$ cat src/design/mmf_pkg.sv
// shared constants, types and helpers of the miscellaneous message framer
package mmf_pkg;
  localparam int WORD_W = 32;
  localparam int BODY_WORDS = 9;
  localparam int MAX_WORDS = 10;
  localparam int PAY_MAX = 32;
  localparam logic [5:0] PAY_MIN_BYTES = 6'h02;
  localparam logic [5:0] PAY_MAX_BYTES = 6'h20;
  localparam int HDR_PAY = 2;
  localparam logic [3:0] MISC_CLASS = 4'h7;
  localparam logic [2:0] EXT_ERR_KIND = 3'h6;
  localparam logic [3:0] OP_NOP = 4'h0;
  localparam logic [3:0] OP_CREDIT_EXCH = 4'h1;
  localparam logic [3:0] OP_PER = 4'h2;
  localparam logic [3:0] OP_CREDITED_MIN = 4'h8;
  localparam int HDR_EXT_BIT = 7;
  localparam int EXT_MORE_BIT = 7;
  localparam int EXT_KIND_LSB = 4;
  localparam int CX_DATA_BYTE = 2;
  localparam int CX_REQ_BYTE = 3;
  localparam int CX_MISC_BYTE = 6;
  localparam int CX_SNOOP_BYTE = 7;
  localparam int ERR_P0_BYTE = 2;
  localparam int ERR_P1_BYTE = 3;
  localparam logic [4:0] NOP_WORDS = 5'h01;
  localparam logic [4:0] CX_WORDS = 5'h02;

  typedef enum logic [2:0] {
    MMF_NOP = 3'h0,
    MMF_CREDIT_EXCH = 3'h1,
    MMF_PER = 3'h2,
    MMF_UNCREDITED = 3'h3,
    MMF_CREDITED = 3'h4
  } mmf_kind_e;

  function automatic mmf_kind_e kind_of(input logic [3:0] op);
    if (op == OP_NOP) return MMF_NOP;
    if (op == OP_CREDIT_EXCH) return MMF_CREDIT_EXCH;
    if (op == OP_PER) return MMF_PER;
    if (op >= OP_CREDITED_MIN) return MMF_CREDITED;
    return MMF_UNCREDITED;
  endfunction

  // credit-exchange and nop headers never carry piggybacked credits
  function automatic logic credit_allowed(input mmf_kind_e k);
    return !(k == MMF_NOP || k == MMF_CREDIT_EXCH);
  endfunction

  // message length in words, extensions excluded
  function automatic logic [4:0] body_words(input mmf_kind_e k, input logic [5:0] n);
    logic [6:0] s;
    s = 7'({1'b0, n} + 7'h05);
    if (k == MMF_NOP) return NOP_WORDS;
    if (k == MMF_CREDIT_EXCH) return CX_WORDS;
    return 5'(s >> 2);
  endfunction
endpackage

$ cat src/design/mmf_link_if.sv
// word stream between the sending and the receiving message agent
`timescale 1ns/1ns
`default_nettype none
interface mmf_link_if;
  logic [31:0] word;
  logic valid;
  logic ready;
  logic last;
  modport tx (output word, output valid, output last, input ready);
  modport rx (input word, input valid, input last, output ready);
endinterface
`default_nettype wire

$ cat src/design/mmf_rx.sv
// receiving end: parses miscellaneous messages and keeps the credit count
// How it works
// lone 4-byte message padded with error extension
// clean padding extension carries all zeros; the code still sets its kind field to six
// 2-bit credit count added to available credits
// opcode byte1 low, payload starts byte 2
// payload two to thirty-two bytes, ascending
// length field bounds extracted payload bytes
// messages end on word boundary, rest reserved
// uncredited form: opcode, same sizing
// exchange and nop credit bits are reserved
// error and generic messages return credits
// credit exchange: two words of grants
// nop is single header word
// error message: credit, opcode, long payload
// header bit flags following extension word
// extension six: error code, two poison bytes
// reserved bits zero sent, ignored received
`timescale 1ns/1ns
`default_nettype none
module mmf_rx #(
  parameter int CREDIT_W = 8
) (
  input wire logic clock,
  input wire logic sys_rst,
  mmf_link_if.rx lnk,
  output logic rx_valid,
  input wire logic rx_ready,
  output logic [3:0] rx_message_class,
  output logic [3:0] rx_opcode,
  output mmf_pkg::mmf_kind_e rx_kind,
  output logic [1:0] rx_credit,
  output logic [255:0] rx_payload,
  output logic [5:0] rx_payload_bytes,
  output logic [7:0] rx_payload_credit_grant,
  output logic [7:0] rx_request_credit_grant,
  output logic [7:0] rx_aux_credit_grant,
  output logic [7:0] rx_snoop_credit_grant,
  output logic rx_err_seen,
  output logic [1:0] rx_response_error_code,
  output logic [7:0] rx_poison0,
  output logic [7:0] rx_poison1,
  output logic rx_frame_error,
  input wire logic credit_use,
  output logic [CREDIT_W-1:0] credit_avail
);
  typedef enum logic [1:0] {
    RX_HDR = 2'b00,
    RX_EXT = 2'b01,
    RX_BODY = 2'b11,
    RX_HOLD = 2'b10
  } mmf_rx_st_e;

  typedef struct packed {
    mmf_rx_st_e st;
    logic [3:0] cls;
    logic [3:0] op;
    mmf_pkg::mmf_kind_e kind;
    logic [1:0] cr;
    logic [4:0] len;
    logic [3:0] widx;
    logic [mmf_pkg::BODY_WORDS*4-1:0][7:0] body;
    logic err_seen;
    logic [1:0] err;
    logic [7:0] p0;
    logic [7:0] p1;
    logic ferr;
    logic [CREDIT_W-1:0] credits;
  } mmf_rx_s;

  mmf_rx_s q;
  mmf_rx_s d;
  logic [7:0] b0;
  logic [7:0] b1;
  logic [4:0] hlen;
  logic done;
  logic [1:0] add;
  logic [CREDIT_W:0] sum;
  logic [6:0] pb;

  assign b0 = lnk.word[7:0];
  assign b1 = lnk.word[15:8];
  // length field straddles bytes 0 and 1
  assign hlen = {b0[2:0], b1[7:6]};

  always_comb begin
    d = q;
    done = 1'b0;
    d.ferr = 1'b0;
    unique case (q.st)
      RX_HDR: begin
        if (lnk.valid) begin
          d.body = '0;
          d.body[3:0] = lnk.word;
          d.cls = b0[6:3];
          // R8: opcode in byte 1 low bits
          d.op = b1[3:0];
          d.kind = mmf_pkg::kind_of(b1[3:0]);
          // R9: R10: count only where permitted
          d.cr = mmf_pkg::credit_allowed(mmf_pkg::kind_of(b1[3:0])) ? b1[5:4] : 2'h0;
          // zero length is treated as a lone header word
          d.len = (hlen == 5'h00) ? 5'h01 : hlen;
          d.widx = 4'h1;
          d.err_seen = 1'b0;
          d.err = 2'h0;
          d.p0 = 8'h00;
          d.p1 = 8'h00;
          // extension word follows when flagged
          if (b0[mmf_pkg::HDR_EXT_BIT]) begin
            d.st = RX_EXT;
          end else if (hlen <= 5'h01) begin
            // single-word message completes here
            done = 1'b1;
            d.ferr = !lnk.last;
          end else begin
            d.st = RX_BODY;
          end
        end
      end
      RX_EXT: begin
        if (lnk.valid) begin
          // only kind six is kept, others dropped
          if (lnk.word[mmf_pkg::EXT_KIND_LSB +: 3] == mmf_pkg::EXT_ERR_KIND) begin
            d.err_seen = 1'b1;
            d.err = b0[1:0];
            d.p0 = lnk.word[8*mmf_pkg::ERR_P0_BYTE +: 8];
            d.p1 = lnk.word[8*mmf_pkg::ERR_P1_BYTE +: 8];
          end
          if (!lnk.word[mmf_pkg::EXT_MORE_BIT]) begin
            if (q.len <= 5'h01) begin
              // padded lone word ends at its extension
              done = 1'b1;
              d.ferr = !lnk.last;
            end else begin
              d.st = RX_BODY;
            end
          end
        end
      end
      RX_BODY: begin
        if (lnk.valid) begin
          // R11: R13: words stored in ascending order
          d.body[4*q.widx +: 4] = lnk.word;
          d.widx = 4'(q.widx + 4'h1);
          // stop at the length field, capped at the buffer
          if (5'(q.widx) == 5'(q.len - 5'h01)
              || q.widx == 4'(mmf_pkg::BODY_WORDS - 1)) begin
            done = 1'b1;
            d.ferr = !lnk.last || (q.len > 5'(mmf_pkg::BODY_WORDS));
          end
        end
      end
      RX_HOLD: begin
        if (rx_ready) begin
          d.st = RX_HDR;
        end
      end
    endcase
    if (done) begin
      d.st = RX_HOLD;
    end
    // R10: add returned credits, saturating
    // a header-only message completes in the cycle its credit field arrives
    add = 2'h0;
    if (done) begin
      add = (q.st == RX_HDR) ? d.cr : q.cr;
    end
    sum = {1'b0, q.credits} + {{(CREDIT_W-1){1'b0}}, add};
    if (credit_use && sum != '0) begin
      sum = sum - 1'b1;
    end
    // clamp rather than wrap, which would drop credits the peer gave
    d.credits = sum[CREDIT_W] ? '1 : sum[CREDIT_W-1:0];
  end

  always_ff @(posedge clock) begin
    if (sys_rst) q <= '0;
    else q <= d;
  end

  // reading stalls while a parsed message waits for the user
  assign lnk.ready = (q.st != RX_HOLD);
  assign rx_valid = (q.st == RX_HOLD);
  assign rx_message_class = q.cls;
  assign rx_opcode = q.op;
  assign rx_kind = q.kind;
  assign rx_credit = q.cr;
  // bytes 2 to 33 are reported whatever the length, reserved ones included
  assign rx_payload = q.body[mmf_pkg::HDR_PAY +: mmf_pkg::PAY_MAX];
  assign pb = 7'({q.len, 2'b00} - 7'h02);
  always_comb begin
    if (q.kind == mmf_pkg::MMF_NOP || q.kind == mmf_pkg::MMF_CREDIT_EXCH)
      rx_payload_bytes = 6'h00;
    else if (pb > 7'(mmf_pkg::PAY_MAX))
      rx_payload_bytes = mmf_pkg::PAY_MAX_BYTES;
    else
      rx_payload_bytes = pb[5:0];
  end
  // grants read from both words
  assign rx_payload_credit_grant = q.body[mmf_pkg::CX_DATA_BYTE];
  assign rx_request_credit_grant = q.body[mmf_pkg::CX_REQ_BYTE];
  assign rx_aux_credit_grant = q.body[mmf_pkg::CX_MISC_BYTE];
  assign rx_snoop_credit_grant = q.body[mmf_pkg::CX_SNOOP_BYTE];
  assign rx_err_seen = q.err_seen;
  assign rx_response_error_code = q.err;
  assign rx_poison0 = q.p0;
  assign rx_poison1 = q.p1;
  assign rx_frame_error = q.ferr;
  assign credit_avail = q.credits;
endmodule
`default_nettype wire

$ cat src/flat_wrapper.sv
// flat-port wrapper written by rule: the top's interface ports become plain ports
module mmf_rx_flat 
#(
  parameter int CREDIT_W = 8
)
  (clock, sys_rst, rx_valid, rx_ready, rx_message_class, rx_opcode, rx_kind, rx_credit, rx_payload, rx_payload_bytes, rx_payload_credit_grant, rx_request_credit_grant, rx_aux_credit_grant, rx_snoop_credit_grant, rx_err_seen, rx_response_error_code, rx_poison0, rx_poison1, rx_frame_error, credit_use, credit_avail, lnk_word, lnk_valid, lnk_last, lnk_ready);
  mmf_link_if lnk_i ();
  input wire logic clock;
  input wire logic sys_rst;
  output logic rx_valid;
  input wire logic rx_ready;
  output logic [3:0] rx_message_class;
  output logic [3:0] rx_opcode;
  output mmf_pkg::mmf_kind_e rx_kind;
  output logic [1:0] rx_credit;
  output logic [255:0] rx_payload;
  output logic [5:0] rx_payload_bytes;
  output logic [7:0] rx_payload_credit_grant;
  output logic [7:0] rx_request_credit_grant;
  output logic [7:0] rx_aux_credit_grant;
  output logic [7:0] rx_snoop_credit_grant;
  output logic rx_err_seen;
  output logic [1:0] rx_response_error_code;
  output logic [7:0] rx_poison0;
  output logic [7:0] rx_poison1;
  output logic rx_frame_error;
  input wire logic credit_use;
  output logic [CREDIT_W-1:0] credit_avail;
  input wire logic [$bits(lnk_i.word)-1:0] lnk_word;
  input wire logic [$bits(lnk_i.valid)-1:0] lnk_valid;
  input wire logic [$bits(lnk_i.last)-1:0] lnk_last;
  output wire logic [$bits(lnk_i.ready)-1:0] lnk_ready;
  assign lnk_i.word = lnk_word;
  assign lnk_i.valid = lnk_valid;
  assign lnk_i.last = lnk_last;
  assign lnk_ready = lnk_i.ready;
  mmf_rx #(.CREDIT_W(CREDIT_W)) u_core (.clock(clock), .sys_rst(sys_rst), .lnk(lnk_i), .rx_valid(rx_valid), .rx_ready(rx_ready), .rx_message_class(rx_message_class), .rx_opcode(rx_opcode), .rx_kind(rx_kind), .rx_credit(rx_credit), .rx_payload(rx_payload), .rx_payload_bytes(rx_payload_bytes), .rx_payload_credit_grant(rx_payload_credit_grant), .rx_request_credit_grant(rx_request_credit_grant), .rx_aux_credit_grant(rx_aux_credit_grant), .rx_snoop_credit_grant(rx_snoop_credit_grant), .rx_err_seen(rx_err_seen), .rx_response_error_code(rx_response_error_code), .rx_poison0(rx_poison0), .rx_poison1(rx_poison1), .rx_frame_error(rx_frame_error), .credit_use(credit_use), .credit_avail(credit_avail));
endmodule
$ cat config.mk
export PLATFORM = sky130hd
export DESIGN_NAME = mmf_rx_flat
export DESIGN_NICKNAME = d
export VERILOG_FILES = /design/src/design/mmf_pkg.sv /design/src/design/mmf_link_if.sv /design/src/design/mmf_rx.sv /design/src/flat_wrapper.sv
export SDC_FILE = /design/constraint.sdc
export NUM_CORES = 1
export LEC_CHECK = 0
export ABC_AREA = 1
export BUFFER_PORTS_ARGS = -buffer_cell sky130_fd_sc_hd__buf_4
export CAP_MARGIN = 10
export CORE_MARGIN = 2
export CORE_UTILIZATION = 46
export DETAILED_ROUTE_END_ITERATION = 10
export GPL_TIMING_DRIVEN = 0
export PLACE_DENSITY = 0.75
export SLEW_MARGIN = 15
export SYNTH_ARGS = -nofsm -noshare
export SYNTH_HDL_FRONTEND = slang
export SYNTH_SLANG_ARGS = --single-unit
$ cat constraint.sdc
create_clock -name clock -period 4.8 [get_ports clock]
set_input_delay 0.48 -clock clock [delete_from_list [all_inputs] [get_ports clock]]
set_output_delay 0.48 -clock clock [all_outputs]
set_load 0.02 [all_outputs]
# Word level (Yosys, flattened, before mapping)
# Index checks and enable logic that the tools add are counted.
# word_totals
ff_bits	340
inputBits	38
ram_bits	0
latchBits	0
n_memories	0
mem_bits_ro	0
output_inout_bits	337
wordCells	196
# op_classes
eq_ne	25
shift	9
n_reduce_logical	22
addsub	6
mul	0
magnitude_cmp	5
bitwise	0
mux	79
n_div	0
# op_table
cell	n
292-bit case mux with 2 select lines	1
332-bit two-way mux	1
292-bit two-way mux	1
288-bit bitwise mux	1
4-bit by 34-bit indexed part select with 36-bit output	8
3-bit two-way mux	21
19-bit case mux with 2 select lines	1
4-bit by 34-bit variable shift with 36-bit output, first input constant	1
6-bit negator with 34-bit output	1
1-bit two-way mux	32
2-bit two-way mux	10
20-bit two-way mux	1
19-bit two-way mux	1
7-bit AND reduction	2
6-bit two-way mux	2
2-bit inequality test, second input constant	6
3-bit by 2-bit inequality test with 1-bit output, second input constant	4
5-bit by 1-bit <= comparator with 1-bit output, second input constant	2
8-bit by 2-bit adder with 9-bit output	1
9-bit two-way mux	1
9-bit nonzero test	1
9-bit by 1-bit subtractor with 9-bit output, second input constant	1
8-bit two-way mux	1
7-bit by 6-bit greater-than comparator with 1-bit output, second input constant	1
35 further kinds	44

# Logic depth before layout (Yosys ltp)
# Gate-level depths: netlist of run 1.
# depth
ltp_word	34
mapped_depth	31

# Worst setup path before layout of run 1
# No wires, ideal clock.
# synth_timing
path_kind	flip-flop to flip-flop
start	reg u_core.q[320] (netlist name)
end	reg u_core.q (netlist bit u_core.credit_avail[2])
t_arrival_ns	3.389
stages_incl_launch_ff	28
period_less_slack_ns	3.516
slack_ns	1.284
setup_ns	0.128
cell_sequence	dfxtp_1 > inv_1 > ha_1 > xnor2_1 > nor2_1 > nand2_1 > nor2_1 > nand2_1 > nand2_1 > nand2_1 > nand2_1 > nand2_1 > nor2_1 > ha_1 > inv_1 > fa_1 > nor2_1 > nand2_1 > nand2_1 > nand2_1 > nor2_1 > nand3_1 > nand2_2 > inv_2 > nand2_1 > nand2_1 > nor2_1 > nor2_1
# synth_between
elab_chain_cells	12
# synth_rtl
item	line	rtl
start: declaration	mmf_rx.sv:71	mmf_rx_s q;
start signal: assignment	mmf_rx.sv:177	if (sys_rst) q <= '0;
start signal: assignment	mmf_rx.sv:178	else q <= d;
5-bit by 1-bit subtractor with 5-bit output	mmf_rx.sv:146	if (5'(q.widx) == 5'(q.len - 5'h01)
4-bit by 5-bit == test with 1-bit output	mmf_rx.sv:146	
1-bit logical OR	mmf_rx.sv:147	|| q.widx == 4'(mmf_pkg::BODY_WORDS - 1)) begin
1-bit two-way mux	mmf_rx.sv:146	
1-bit two-way mux	mmf_rx.sv:141	if (lnk.valid) begin
1-bit case mux with 3 select lines *	mmf_rx.sv:90	unique case (q.st)
2-bit two-way mux *	mmf_rx.sv:165	if (done) begin
8-bit by 2-bit adder with 9-bit output *	mmf_rx.sv:168	sum = {1'b0, q.credits} + {{(CREDIT_W-1){1'b0}}, add};
branches (longest 2 deep; another with 9-bit by 1-bit subtractor with 9-bit output)	-	
9-bit two-way mux *	mmf_rx.sv:169	if (credit_use && sum != '0) begin
8-bit two-way mux *	mmf_rx.sv:173	d.credits = sum[CREDIT_W] ? '1 : sum[CREDIT_W-1:0];
# Every way passes the cells marked *.
# A chain may end at the register's enable or synchronous reset.

# Worst setup path in the final report of run 1
# layout_timing
start	reg u_core.q[320] (netlist name)
end	reg u_core.q (netlist bit u_core.credit_avail[7])
# Same word-level chain as after synthesis.

==> key figures, run 1 <==
Die
  – Die ar.: ~36000 um^2
  – Core ar.: 33700 um^2
  – Die width: about 190 um
  – Num rows: between 60 and 70
  – Die height: between 150 and 200 um
  – I/O pin count: roughly 380
  – Initial Util: 0.469

STA
  – Hold Vio Cnt, Final: 0
  – Pins over their slew limit: 0
  – Fmax: between 0.2 and 0.25 GHz
  – Slew Limit Headroom: 0.463
  – Slew @ Worst Pin: roughly 800 ps
  – Final setup fails: 0
  – RSZ-0062 raised after global routing: no
  – Fin Setup TNS: 0 ps
  – Period utilization: 0.911
  – Clock skew: roughly 11 ps
  – Min Tclk post-route: roughly 4400 ps

Cells and area
  – Most common cell after layout, fill and taps aside: buf_4
  – Antenna diode count: 0
  – Post-Route Utilization: 0.602
  – Final nets: roughly 2.6k
  – Filler Cell Count: around 3.2k
  – Area Growth Syn to Fin: 28.5%
  – Share of cells above drive strength 1: 0.327
  – Most frequent cells in the layout: 704 x buf_4, 307 x dfxtp_1, 306 x nand2_1

Power and ir drop
  – Power Dens Cells: roughly 540 nW/um^2
  – Maximum vdd drop: between 0.2 and 0.3 mV
  – Switching power: between 4 and 5 mW
  – Gate power share: 0.442
  – Leakage: about 10 nW
  – Internal power: 6.65 mW
  – Part of the power in the clock network: 0.242
  – Sw Ratio: 0.392
  – Seq pwr share: 0.316

Flow run
  – Max cap viols: 0

Worst setup path
  – FF-to-FF path depth: 26
  – Critical path required time: around 5200 ps
  – Reg2reg setup slack: around 430 ps
  – Crit end category: flop
  – R2r startpoint: u_core.q[320]
  – Crit start category: flop
  – Crit-path max FO: 10
  – R2R Path End: u_core.credit_avail[7]
  – Crit path DAT: around 4700 ps
  – Crit Path Category: reg -> reg

Logic synthesis
  – Mean Syn Cell Area: 7.26 um^2
  – Sequential fraction of the synthesis area: 0.390
  – Synth cell types: 38
  – Mapped Cells: roughly 2.2k
  – Mapped Nets: about 2.2k
  – Mapped cell area: 15800 um^2
  – Yosys warns: 0
  – Yosys reg bits: between 300 and 400

Route
  – Post-DR vias/cell: ~5.2
  – DR WL/cell: between 15 and 20 um
  – DRT Pass-1 Iters: 6
  – ANT nets after route: 0
  – Final WL: approximately 57 mm
  – Routed via count: between 15k and 20k
  – Drt drc: 0
  – Initial DRC Count: 1440

Min path
  – Hold Path End: u_core.rx_poison1[6]
  – Hold Path Depth: 3
  – Worst Hold Class: in -> reg
  – Hold Crit Start: lnk_word[30]

Outcome
  – Status: finished clean

Clock network
  – CTS Buffer Depth: 3
  – Worst skew pair latency: a little over 500 ps
  – Root buf cell: clkbuf_16
  – H-Tree Depth: 2
  – Setup bufs post-CTS: 0
  – CTS tree: done
  – Clk sink count: about 310
  – CTS Buf Count: 34
  – Clk slew on worst S/H paths: 60 ps

GRT
  – First-pass GRT wire length: roughly 85 mm
  – Grt ovf: 0
  – Pin count of the biggest net entering global routing: 14
  – Via count of the first global-routing pass: 14.9k
  – Total Routing Usage GR: 0.304
  – Initial antenna violation count: 0

Place
  – Buffers on Ports: roughly 370
  – Gpl congestion: roughly 0.95
  – HPWL after DPL: about 44 mm
==> routing by layer <==
metal	wire length [um]	vias to the layer above	track usage	share of wire
li1	-	7590	-	-
met1	23700	7359	0.397	0.41
met2	25800	852	0.500	0.45
met3	5060	152	0.0452	0.088
met4	2680	0	0.131	0.047
met5	0	-	0	0
==> power by group through the flow <==
stage | combinational (mW) | sequential, mW | clock [mW]
3_3_place_gp | 4.71 | 3.49 | 0
6_report | 4.83 | 3.46 | 2.65
4_1_cts | 4.80 | 3.45 | 2.65
2_1_floorplan | 3.25 | 3.33 | 0
5_1_grt | 5.21 | 3.51 | 2.75
3_5_place_dp | 4.77 | 3.49 | 0
==> cell families after synthesis <==
family	share of synthesized area
buffers and inverters	0.223
AO/OA/AOI/OAI	0.172
other	0.000237
adder cells (fa/ha/maj)	0.0139
flip-flops	0.390
XOR/XNOR	0.00388
AND/OR/NAND/NOR	0.196
==> through the flow <==
| stage | instances | hold WS (ps) | cell area [um^2] | total power [mW] | setup WS [ps] |
|---|---|---|---|---|---|
| 6_report | 3057 | 285 | 20300 | 10.9 | 426 |
| 5_1_grt | 3057 | 282 | 20300 | 11.5 | 48.3 |
| 4_1_cts | 3057 | 270 | 20300 | 10.9 | 227 |
| 3_5_place_dp | 2997 | 454 | 19200 | 8.26 | 250 |
| 3_3_place_gp | 2997 | 450 | 19200 | 8.20 | 298 |
| 2_1_floorplan | 2177 | 440 | 15800 | 6.58 | 1280 |
==> critical path, stage by stage (launching register included) <==
cell	delay, ps
dfxtp_2	400
inv_1	60
ha_1	320
xnor2_1	130
nor2_1	110
nand2_1	50
nor2_1	80
nand2_1	60
nand2_1	90
nand2_1	60
nand2_1	90
nand2_1	130
nor2_1	380
inv_1	130
fa_1	530
nor2_2	210
nand2_1	90
nand2_1	70
nand2_1	120
nor2_1	180
nand3_1	190
nand2_4	180
inv_2	100
nand2_1	130
nand2_1	150
nor2_1	140
nor2_1	50
==> flip-flops by register name, summed over array words and instances (netlist names), named ones only <==
register,flops
u_core.rx_message_class,4
u_core.rx_payload_credit_grant,8
u_core.rx_poison1,8
u_core.rx_request_credit_grant,8
u_core.rx_response_error_code,2
u_core.rx_opcode,4
u_core.rx_frame_error,1
u_core.rx_err_seen,1
u_core.rx_aux_credit_grant,8
u_core.rx_poison0,8
u_core.rx_credit,1
u_core.rx_kind,3
u_core.rx_snoop_credit_grant,8
u_core.credit_avail,8
u_core.q,11
u_core.rx_payload,224
==> worst max-delay path by stage <==
stage	slack, ps	cells past startpoint	startpoint	end
after floorplan	1280	27	u_core.q[320]	u_core.credit_avail[2]
after detailed placement	250	27	u_core.q[320]	u_core.credit_avail[7]
final	430	26	u_core.q[320]	u_core.credit_avail[7]
after CTS	230	27	u_core.q[320]	u_core.credit_avail[7]
after global routing	50	26	u_core.q[320]	u_core.credit_avail[2]
after global placement	300	27	u_core.q[320]	u_core.credit_avail[7]
==> layout make-up <==
class / instances / area (um^2) / share of cell area
flip-flops and latches: 308 / 6170 / 0.304
multi-input cells: 1284 / 6120 / 0.302
plain buffers: 449 / 3010 / 0.148
repair buffers: 372 / 2790 / 0.138
clock buffers: 45 / 993 / 0.0489
well taps: 448 / 561 / 0.0276
inverters: 136 / 513 / 0.0253
clock inverters: 15 / 138 / 0.00678
==> repair_timing <==
item,in CTS,in global routing
resized for setup,0,5
endpoints found under the setup margin,0,7
hold endpoints to repair,0,0
hold buffers,0,0
==> cells in the mapped netlist <==
library cell,number,share of area
a211oi_1,5,0.0024
a21oi_1,245,0.078
a21oi_2,8,0.0044
a21oi_4,1,0.0010
a22oi_1,18,0.0086
a31oi_1,2,0.00079
buf_1,2,0.00048
buf_2,35,0.011
buf_4,332,0.16
buf_6,5,0.0036
clkbuf_1,75,0.018
clkinv_1,1,0.00024
conb_1,1,0.00024
dfxtp_1,308,0.39
fa_1,1,0.0013
ha_1,16,0.013
inv_1,118,0.028
inv_2,16,0.0038
inv_4,1,0.00040
nand2_1,306,0.073
nand2_2,3,0.0012
nand3_1,106,0.034
nand4_1,27,0.011
nor2_1,264,0.063
nor2_2,4,0.0016
nor2_4,5,0.0036
nor2_8,1,0.0013
nor3_1,19,0.0060
nor3_2,1,0.00063
nor3_4,1,0.0010
nor3b_1,1,0.00048
nor4_1,2,0.00079
o21ai_0,187,0.059
o21ai_1,48,0.015
o21ai_2,4,0.0022
o21ai_4,1,0.0010
xnor2_1,2,0.0011
xor2_1,5,0.0028
Power figures use the tool's default switching activity.
==> run 2, diff against run 1 <==
--- a/config.mk
+++ b/config.mk
@@ -5,14 +5,14 @@
 export SDC_FILE = /design/constraint.sdc
 export NUM_CORES = 1
 export LEC_CHECK = 0
-export ABC_AREA = 1
 export BUFFER_PORTS_ARGS = -buffer_cell sky130_fd_sc_hd__buf_4
 export CAP_MARGIN = 10
 export CORE_MARGIN = 2
-export CORE_UTILIZATION = 46
+export CORE_UTILIZATION = 45
 export DETAILED_ROUTE_END_ITERATION = 10
+export GPL_ROUTABILITY_DRIVEN = 0
 export GPL_TIMING_DRIVEN = 0
-export PLACE_DENSITY = 0.75
+export PLACE_DENSITY = 0.74
 export SLEW_MARGIN = 15
 export SYNTH_ARGS = -nofsm -noshare
 export SYNTH_HDL_FRONTEND = slang
==> key figures, run 2 <==
Route
  – Final WL: 51.8 mm (-9.4%)
  – DR WL/cell: 19.5 um (+4.1%)
  – Initial DRC Count: 1047 (-27%)
  – Routed via count: 13.9k (-13%)
  – ANT nets after route: 0 (unchanged)
  – Drt drc: 0 (unchanged)
  – DRT Pass-1 Iters: 5 (-1)
  – Post-DR vias/cell: 5.23 (+0.32%)

Place
  – Buffers on Ports: 361 (-3.0%)
  – HPWL after DPL: 38.7 mm (-13%)
  – Pre-CTS setup slack: 325 ps (+74.4 ps)

Cells and area
  – Filler Cell Count: 2972 (-5.7%)
  – Most common cell after layout, fill and taps aside: buf_4
  – Most frequent cells in the layout: 698 x buf_4, 308 x dfxtp_1, 253 x nor2_1
  – Antenna diode count: 0 (unchanged)
  – Post-Route Utilization: 0.589 (-0.0135)
  – Share of cells above drive strength 1: 0.365 (+0.0386)
  – Area Growth Syn to Fin: 29.5%
  – Final nets: 2252 (-15%)
  – Max reg flops: 224 (unchanged)

STA
  – PnR worst setup slack: 449 ps (+22.8 ps)
  – Final setup fails: 0 (unchanged)
  – Slew Limit Headroom: 0.340 (-0.123)
  – Clock skew: 7.90 ps (-2.88 ps)
  – Min Tclk post-route: 4350 ps (-22.8 ps)
  – Hold Vio Cnt, Final: 0 (unchanged)
  – Slew @ Worst Pin: 980 ps (+177 ps)
  – Fmax: 0.230 GHz (+0.52%)
  – Hold Slack: 291 ps (+5.68 ps)
  – RSZ-0062 raised after global routing: no
  – Pins over their slew limit: 0 (unchanged)
  – Period utilization: 0.906 (-0.00475)
  – Fin Setup TNS: 0 ps (unchanged)

GRT
  – Via count of the first global-routing pass: 13.3k (-11%)
  – Initial antenna violation count: 0 (unchanged)
  – Total Routing Usage GR: 0.294 (-0.0104)
  – Pin count of the biggest net entering global routing: 13 (-1)
  – First-pass GRT wire length: 76.2 mm (-10%)
  – Grt ovf: 0 (unchanged)

Logic synthesis
  – Post-synth top flop: dfxtp_1
  – Yosys reg bits: 308 (unchanged)
  – Leading area contributor after synthesis: dfxtp_1
  – Post-synth ARST share: 0 (unchanged)
  – Yosys warns: 0 (unchanged)
  – Mapped Cells: 1799 (-17%)
  – Number of synthesized flops with an enable pin: 0 (unchanged)
  – Sequential fraction of the synthesis area: 0.419 (+0.0288)
  – Top-area cell type share of the netlist area: 0.419 (+0.0288)
  – Synth top cells by count: 337 x buf_4, 308 x dfxtp_1, 253 x nor2_1, 202 x a21oi_1, 140 x nand2_1
  – Most common cell in the netlist: buf_4
  – Mapped cell area: 14700 um^2 (-6.9%)
  – Mean Syn Cell Area: 8.18 um^2 (+13%)
  – Synth cell types: 67 (+76%)
  – Top area cells in the synthesized netlist: dfxtp_1 42%, buf_4 17%, a21oi_1 6.9%
  – Mapped Nets: 1854 (-17%)

Worst setup path
  – Crit path buf inv count: 3 (unchanged)
  – FF-to-FF path depth: 16 (-38%)
  – Worst path top cell family by delay: simple AND/OR/NAND/NOR gates
  – Crit path max-delay cell type: fa_1
  – R2r startpoint: u_core.q[316]
  – Crit start category: flop
  – CP max stage delay: 490 ps (-40 ps)
  – Reg2reg setup slack: 450 ps (+20 ps)
  – CP Depth: 16 (-38%)
  – Crit path cell chain: clkbuf_2 -> inv_1 -> ha_1 -> nand3b_2 -> a21boi_0 -> a21o_1 -> nor2_1 -> ha_1 -> inv_1 -> fa_1 -> xnor2_1 -> nor3_1 -> nand3_1 -> nor3_1 -> mux2_2 -> a21oi_1
  – Crit path from: u_core.q[316]
  – Crit-path max FO: 9 (-1)
  – Crit path DAT: 4780 ps (+40 ps)
  – Crit Path Category: reg -> reg
  – Critical path required time: 5230 ps (+60 ps)
  – Setup crit end: u_core.credit_avail[7]
  – Crit end category: flop
  – R2R Path End: u_core.credit_avail[7]

Clock network
  – H-Tree Depth: 2 (unchanged)
  – Clk slew on worst S/H paths: 60 ps (about the same)
  – Setup bufs post-CTS: 0 (unchanged)
  – Clk sink count: 308 (unchanged)
  – CTS tree: done
  – CTS Hold Bufs: 0 (unchanged)
  – Worst skew pair latency: 510 ps (about the same)
  – CTS Buf Count: 35 (+2.9%)
  – CTS Buffer Depth: 3 (unchanged)
  – Root buf cell: clkbuf_16

Die
  – Die height: 185 um (-2.4%)
  – Initial Util: 0.455 (-0.0143)
  – I/O pin count: 375 (unchanged)
  – Num rows: 66 (-1.5%)
  – Die ar.: 34200 um^2 (-4.7%)
  – Die width: 185 um (-2.4%)
  – Core ar.: 32400 um^2 (-3.9%)

Outcome
  – Status: finished clean

Min path
  – Worst Hold Class: in -> reg
  – Hold Crit Start: lnk_word[24]

Power and ir drop
  – Power Dens Cells: 385 nW/um^2 (-28%)
  – Leakage: 8.59 nW (-12%)
  – Maximum vdd drop: 0.244 mV (-14%)

Flow run
  – Max cap viols: 0 (unchanged)
==> run 2: cell count changes after synthesis, moves of 9 or more <==
cell	delta
a21oi_1	-43
a22oi_1	+58
a32oi_1	+14
inv_1	-101
inv_2	-15
mux2i_1	+17
nand2_1	-166
nand3_1	-38
nand4_1	-25
nor2_1	-11
nor3_1	+107
o21ai_0	-179
o21ai_1	-46
xnor2_1	+9
==> run 2: how the worst min path moves through the flow <==
stage	to	slack [ps]	cells past startpoint
final	u_core.rx_payload[136]	290	3
after global routing	u_core.rx_payload[141]	290	3
after CTS	u_core.rx_payload[140]	280	3
after detailed placement	u_core.rx_payload[200]	450	2
after global placement	u_core.rx_payload[183]	440	2
after floorplan	u_core.rx_payload[200]	430	2
==> run 2: final cells by class <==
class                           count  area (um^2)  share of cell area
Clock inverter                      5         78.8             0.00414
Clock buffer                       53         1000              0.0526
Buffer                            458         3040               0.160
Inverter                           18         67.6             0.00354
Tap cell                          442          553              0.0290
Sequential cell                   308         6170               0.323
Multi-Input combinational cell   1015         5440               0.285
Timing Repair Buffer              361         2710               0.142
==> run 2: logic make-up (layout without fill, tap and decap cells) <==
logic type               count (synthesis)  after routing  share of synthesized area
AND/OR/NAND/NOR                        625            625                      0.188
AO/OA/AOI/OAI                          336            336                      0.142
buffers and inverters                  476            895                      0.211
multiplexers                            20             20                     0.0139
adder cells (fa/ha/maj)                 17             17                     0.0150
XOR/XNOR                                16             16                     0.0105
other                                    1              1                   0.000255
flip-flops                             308            308                      0.419
==> run 2: worst register-to-register path, delay by kind of cell, from the launching register on <==
| family | cells | cell delay, ps |
|---|---|---|
| AO/OA/AOI/OAI | 3 | 620 |
| buffers and inverters | 3 | 470 |
| AND/OR/NAND/NOR | 5 | 1190 |
| adder cells (fa/ha/maj) | 3 | 1060 |
| XOR/XNOR | 1 | 240 |
| multiplexers | 1 | 360 |
| flip-flops | 1 | 340 |
==> run 2: layer usage <==
layer | global-route usage | up-vias | share of wire
met5 | 0 | - | 0
met4 | 0.145 | 0 | 0.051
met3 | 0.0708 | 157 | 0.089
met2 | 0.491 | 666 | 0.47
met1 | 0.353 | 6583 | 0.39
li1 | - | 6519 | -
==> run 2: what timing repair did <==
action	CTS	global route
hold endpoints to repair	0	0
setup endpoints to repair	0	1
resized for setup	0	2
==> run 2: per-stage QoR <==
step,total power [mW],instances,cell area [um^2]
final,7.34,2660,19100
after global routing,7.63,2660,19100
after CTS,7.33,2660,19100
after detailed placement,4.77,2602,18000
after global placement,4.72,2602,18000
after floorplan,4.12,1799,14700
==> run 2: where the power goes <==
group          switching (mW)  internal [mW]
Combinational            1.29          0.694
Sequential              0.108           2.65
Clock                    1.05           1.54
==> run 3, diff against run 2 <==
--- a/config.mk
+++ b/config.mk
@@ -8,11 +8,12 @@
 export BUFFER_PORTS_ARGS = -buffer_cell sky130_fd_sc_hd__buf_4
 export CAP_MARGIN = 10
 export CORE_MARGIN = 2
-export CORE_UTILIZATION = 45
+export CORE_UTILIZATION = 24
+export CTS_BUF_LIST = sky130_fd_sc_hd__clkbuf_8
 export DETAILED_ROUTE_END_ITERATION = 10
 export GPL_ROUTABILITY_DRIVEN = 0
 export GPL_TIMING_DRIVEN = 0
-export PLACE_DENSITY = 0.74
+export PLACE_DENSITY = 0.47
 export SLEW_MARGIN = 15
 export SYNTH_ARGS = -nofsm -noshare
 export SYNTH_HDL_FRONTEND = slang
==> key figures, run 3 (synthesized netlist as in run 2, its figures left out) <==
Die
  – Num rows: 90 (+36%)
  – Die ar.: 63300 um^2 (+85%)
  – Initial Util: 0.243 (-0.211)
  – Die width: 252 um (+36%)
  – Core ar.: 60500 um^2 (+87%)
  – Die height: 252 um (+36%)
  – I/O pin count: 375 (unchanged)

STA
  – Clock skew: 32.3 ps (+24.4 ps)
  – Fmax: 0.223 GHz (-2.8%)
  – Min Tclk post-route: 4480 ps (+127 ps)
  – Hold Vio Cnt, Final: 0 (unchanged)
  – Slew @ Worst Pin: 1040 ps (+59.4 ps)
  – Period utilization: 0.933 (+0.0265)
  – Slew Limit Headroom: 0.300 (-0.0400)
  – Final setup fails: 0 (unchanged)
  – Pins over their slew limit: 0 (unchanged)
  – RSZ-0062 raised after global routing: no
  – Fin Setup TNS: 0 ps (unchanged)

Place
  – Buffers on Ports: 361 (unchanged)
  – HPWL after DPL: 48.2 mm (+25%)

Power and ir drop
  – Power Dens Cells: 385 nW/um^2 (about the same)
  – Maximum vdd drop: 0.372 mV (+52%)
  – Leakage: 8.78 nW (+2.2%)
  – Total power: 7.57 mW (+3.0%)

Cells and area
  – Max reg flops: 224 (unchanged)
  – Final nets: 2276 (+1.1%)
  – Most common cell after layout, fill and taps aside: buf_4
  – Area Growth Syn to Fin: 33.5%
  – Filler Cell Count: 6425 (+120%)
  – Most frequent cells in the layout: 698 x buf_4, 308 x dfxtp_1, 253 x nor2_1
  – Share of cells above drive strength 1: 0.375 (+0.00936)

Clock network
  – CTS Hold Bufs: 0 (unchanged)
  – Worst skew pair latency: 670 ps (+160 ps)
  – Clk sink count: 308 (unchanged)
  – H-Tree Depth: 2 (unchanged)
  – CTS Buf Count: 59 (+69%)
  – CTS Buffer Depth: 3 (unchanged)
  – CTS tree: done
  – Clk slew on worst S/H paths: 60 ps (about the same)
  – Root buf cell: clkbuf_8

Worst setup path
  – Crit start category: flop
  – Crit Path Category: reg -> reg
  – R2r startpoint: u_core.q[316]
  – Worst path top cell family by delay: compound AO/OA/AOI/OAI gates
  – Crit path buf inv count: 3 (unchanged)
  – Crit path DAT: 5050 ps (+270 ps)
  – Reg2reg setup slack: 320 ps (-130 ps)
  – FF-to-FF path depth: 16 (unchanged)
  – Crit end category: flop
  – Critical path required time: 5370 ps (+140 ps)
  – Crit path cell chain: clkbuf_2 -> inv_1 -> ha_1 -> nand3b_2 -> a21boi_0 -> a21o_1 -> nor2_1 -> ha_1 -> inv_1 -> fa_1 -> or3b_1 -> a211oi_2 -> o2111ai_2 -> nand2_1 -> mux2_1 -> a21oi_1
  – CP max stage delay: 430 ps (-60 ps)
  – R2R Path End: u_core.credit_avail[1]
  – Crit-path max FO: 9 (unchanged)
  – Crit path max-delay cell type: a21boi_0

Route
  – Drt drc: 0 (unchanged)
  – Final WL: 63.1 mm (+22%)
  – DRT Pass-1 Iters: 5 (unchanged)
  – Post-DR vias/cell: 4.50 (-14%)
  – Initial DRC Count: 874 (-17%)
  – Routed via count: 13.7k (-1.6%)
  – DR WL/cell: 20.7 um (+6.4%)
  – ANT nets after route: 0 (unchanged)

Flow run
  – Max cap viols: 0 (unchanged)

GRT
  – Via count of the first global-routing pass: 13.4k (+0.96%)
  – Initial antenna violation count: 0 (unchanged)
  – Total Routing Usage GR: 0.193 (-0.100)
  – Pin count of the biggest net entering global routing: 16 (+3)
  – First-pass GRT wire length: 89.9 mm (+18%)
  – Grt ovf: 0 (unchanged)

Outcome
  – Status: finished clean

Min path
  – Hold Crit Start: lnk_word[28]
  – Worst Hold Class: in -> reg
  – Hold Path Depth: 3 (unchanged)
  – Hold Path End: u_core.rx_payload[140]
[run 3: changes by cell type in the layout (fill, tap and decap cells not counted), sizes merged]
cell    change
clkbuf     +26
inv        +20
diode       +1
[run 3: worst max-delay path by stage]
stage                              from                     end  slack, ps  cells after the start
after floorplan           u_core.q[320]  u_core.credit_avail[6]       1020                     17
final                     u_core.q[316]  u_core.credit_avail[1]        320                     16
after global routing      u_core.q[320]  u_core.credit_avail[1]         80                     17
after detailed placement  u_core.q[316]  u_core.credit_avail[1]        240                     16
after CTS                 u_core.q[316]  u_core.credit_avail[1]        210                     16
after global placement      lnk_word[1]  u_core.credit_avail[6]        280                     16
[run 3: through the flow]
stage               setup WS (ps)  std cells  hold WS (ps)   util  cell area, um^2
floorplan                    1020       1799           432      -            14700
global placement              285       2942           442  0.304            18400
detailed placement            235       2942           448  0.304            18400
CTS                           211       3046          70.0  0.325            19600
global route                 76.6       3046           104  0.325            19600
finish                        322       3047           129  0.325            19700
[run 3: layout make-up]
type	count	area [um^2]	area share
repair buffers	361	2710	0.138
clock inverters	25	156	0.00796
flip-flops and latches	308	6170	0.314
clock buffers	79	1090	0.0553
well taps	782	978	0.0498
multi-input cells	1015	5440	0.277
inverters	18	67.6	0.00344
plain buffers	458	3040	0.155
diodes	1	2.50	0.000127
[run 3: worst register-to-register path, stage by stage, from the launching register on]
cell,delay (ps)
dfxtp_1,410
clkbuf_2,270
inv_1,150
ha_1,330
nand3b_2,220
a21boi_0,430
a21o_1,290
nor2_1,100
ha_1,240
inv_1,80
fa_1,300
or3b_1,390
a211oi_2,240
o2111ai_2,250
nand2_1,200
mux2_1,330
a21oi_1,160
[run 3: timing repair]
| item | CTS | global route |
|---|---|---|
| setup endpoints to repair | 0 | 1 |
| buffers inserted | 0 | 0 |
| resized for setup | 0 | 2 |
[run 3: where the power goes]
| part | switching, mW | leakage, nW | internal (mW) |
|---|---|---|---|
| combinational | 1.37 | 5.58 | 0.694 |
| clock | 1.18 | 0.717 | 1.56 |
| sequential | 0.113 | 2.49 | 2.66 |
[run 3: layer usage]
metal | track usage | wire, um | vias up
li1 | - | - | 6586
met1 | 0.241 | 27000 | 6561
met2 | 0.320 | 29700 | 441
met4 | 0.0723 | 2090 | 0
met5 | 0 | 0 | -
met3 | 0.0487 | 4350 | 112
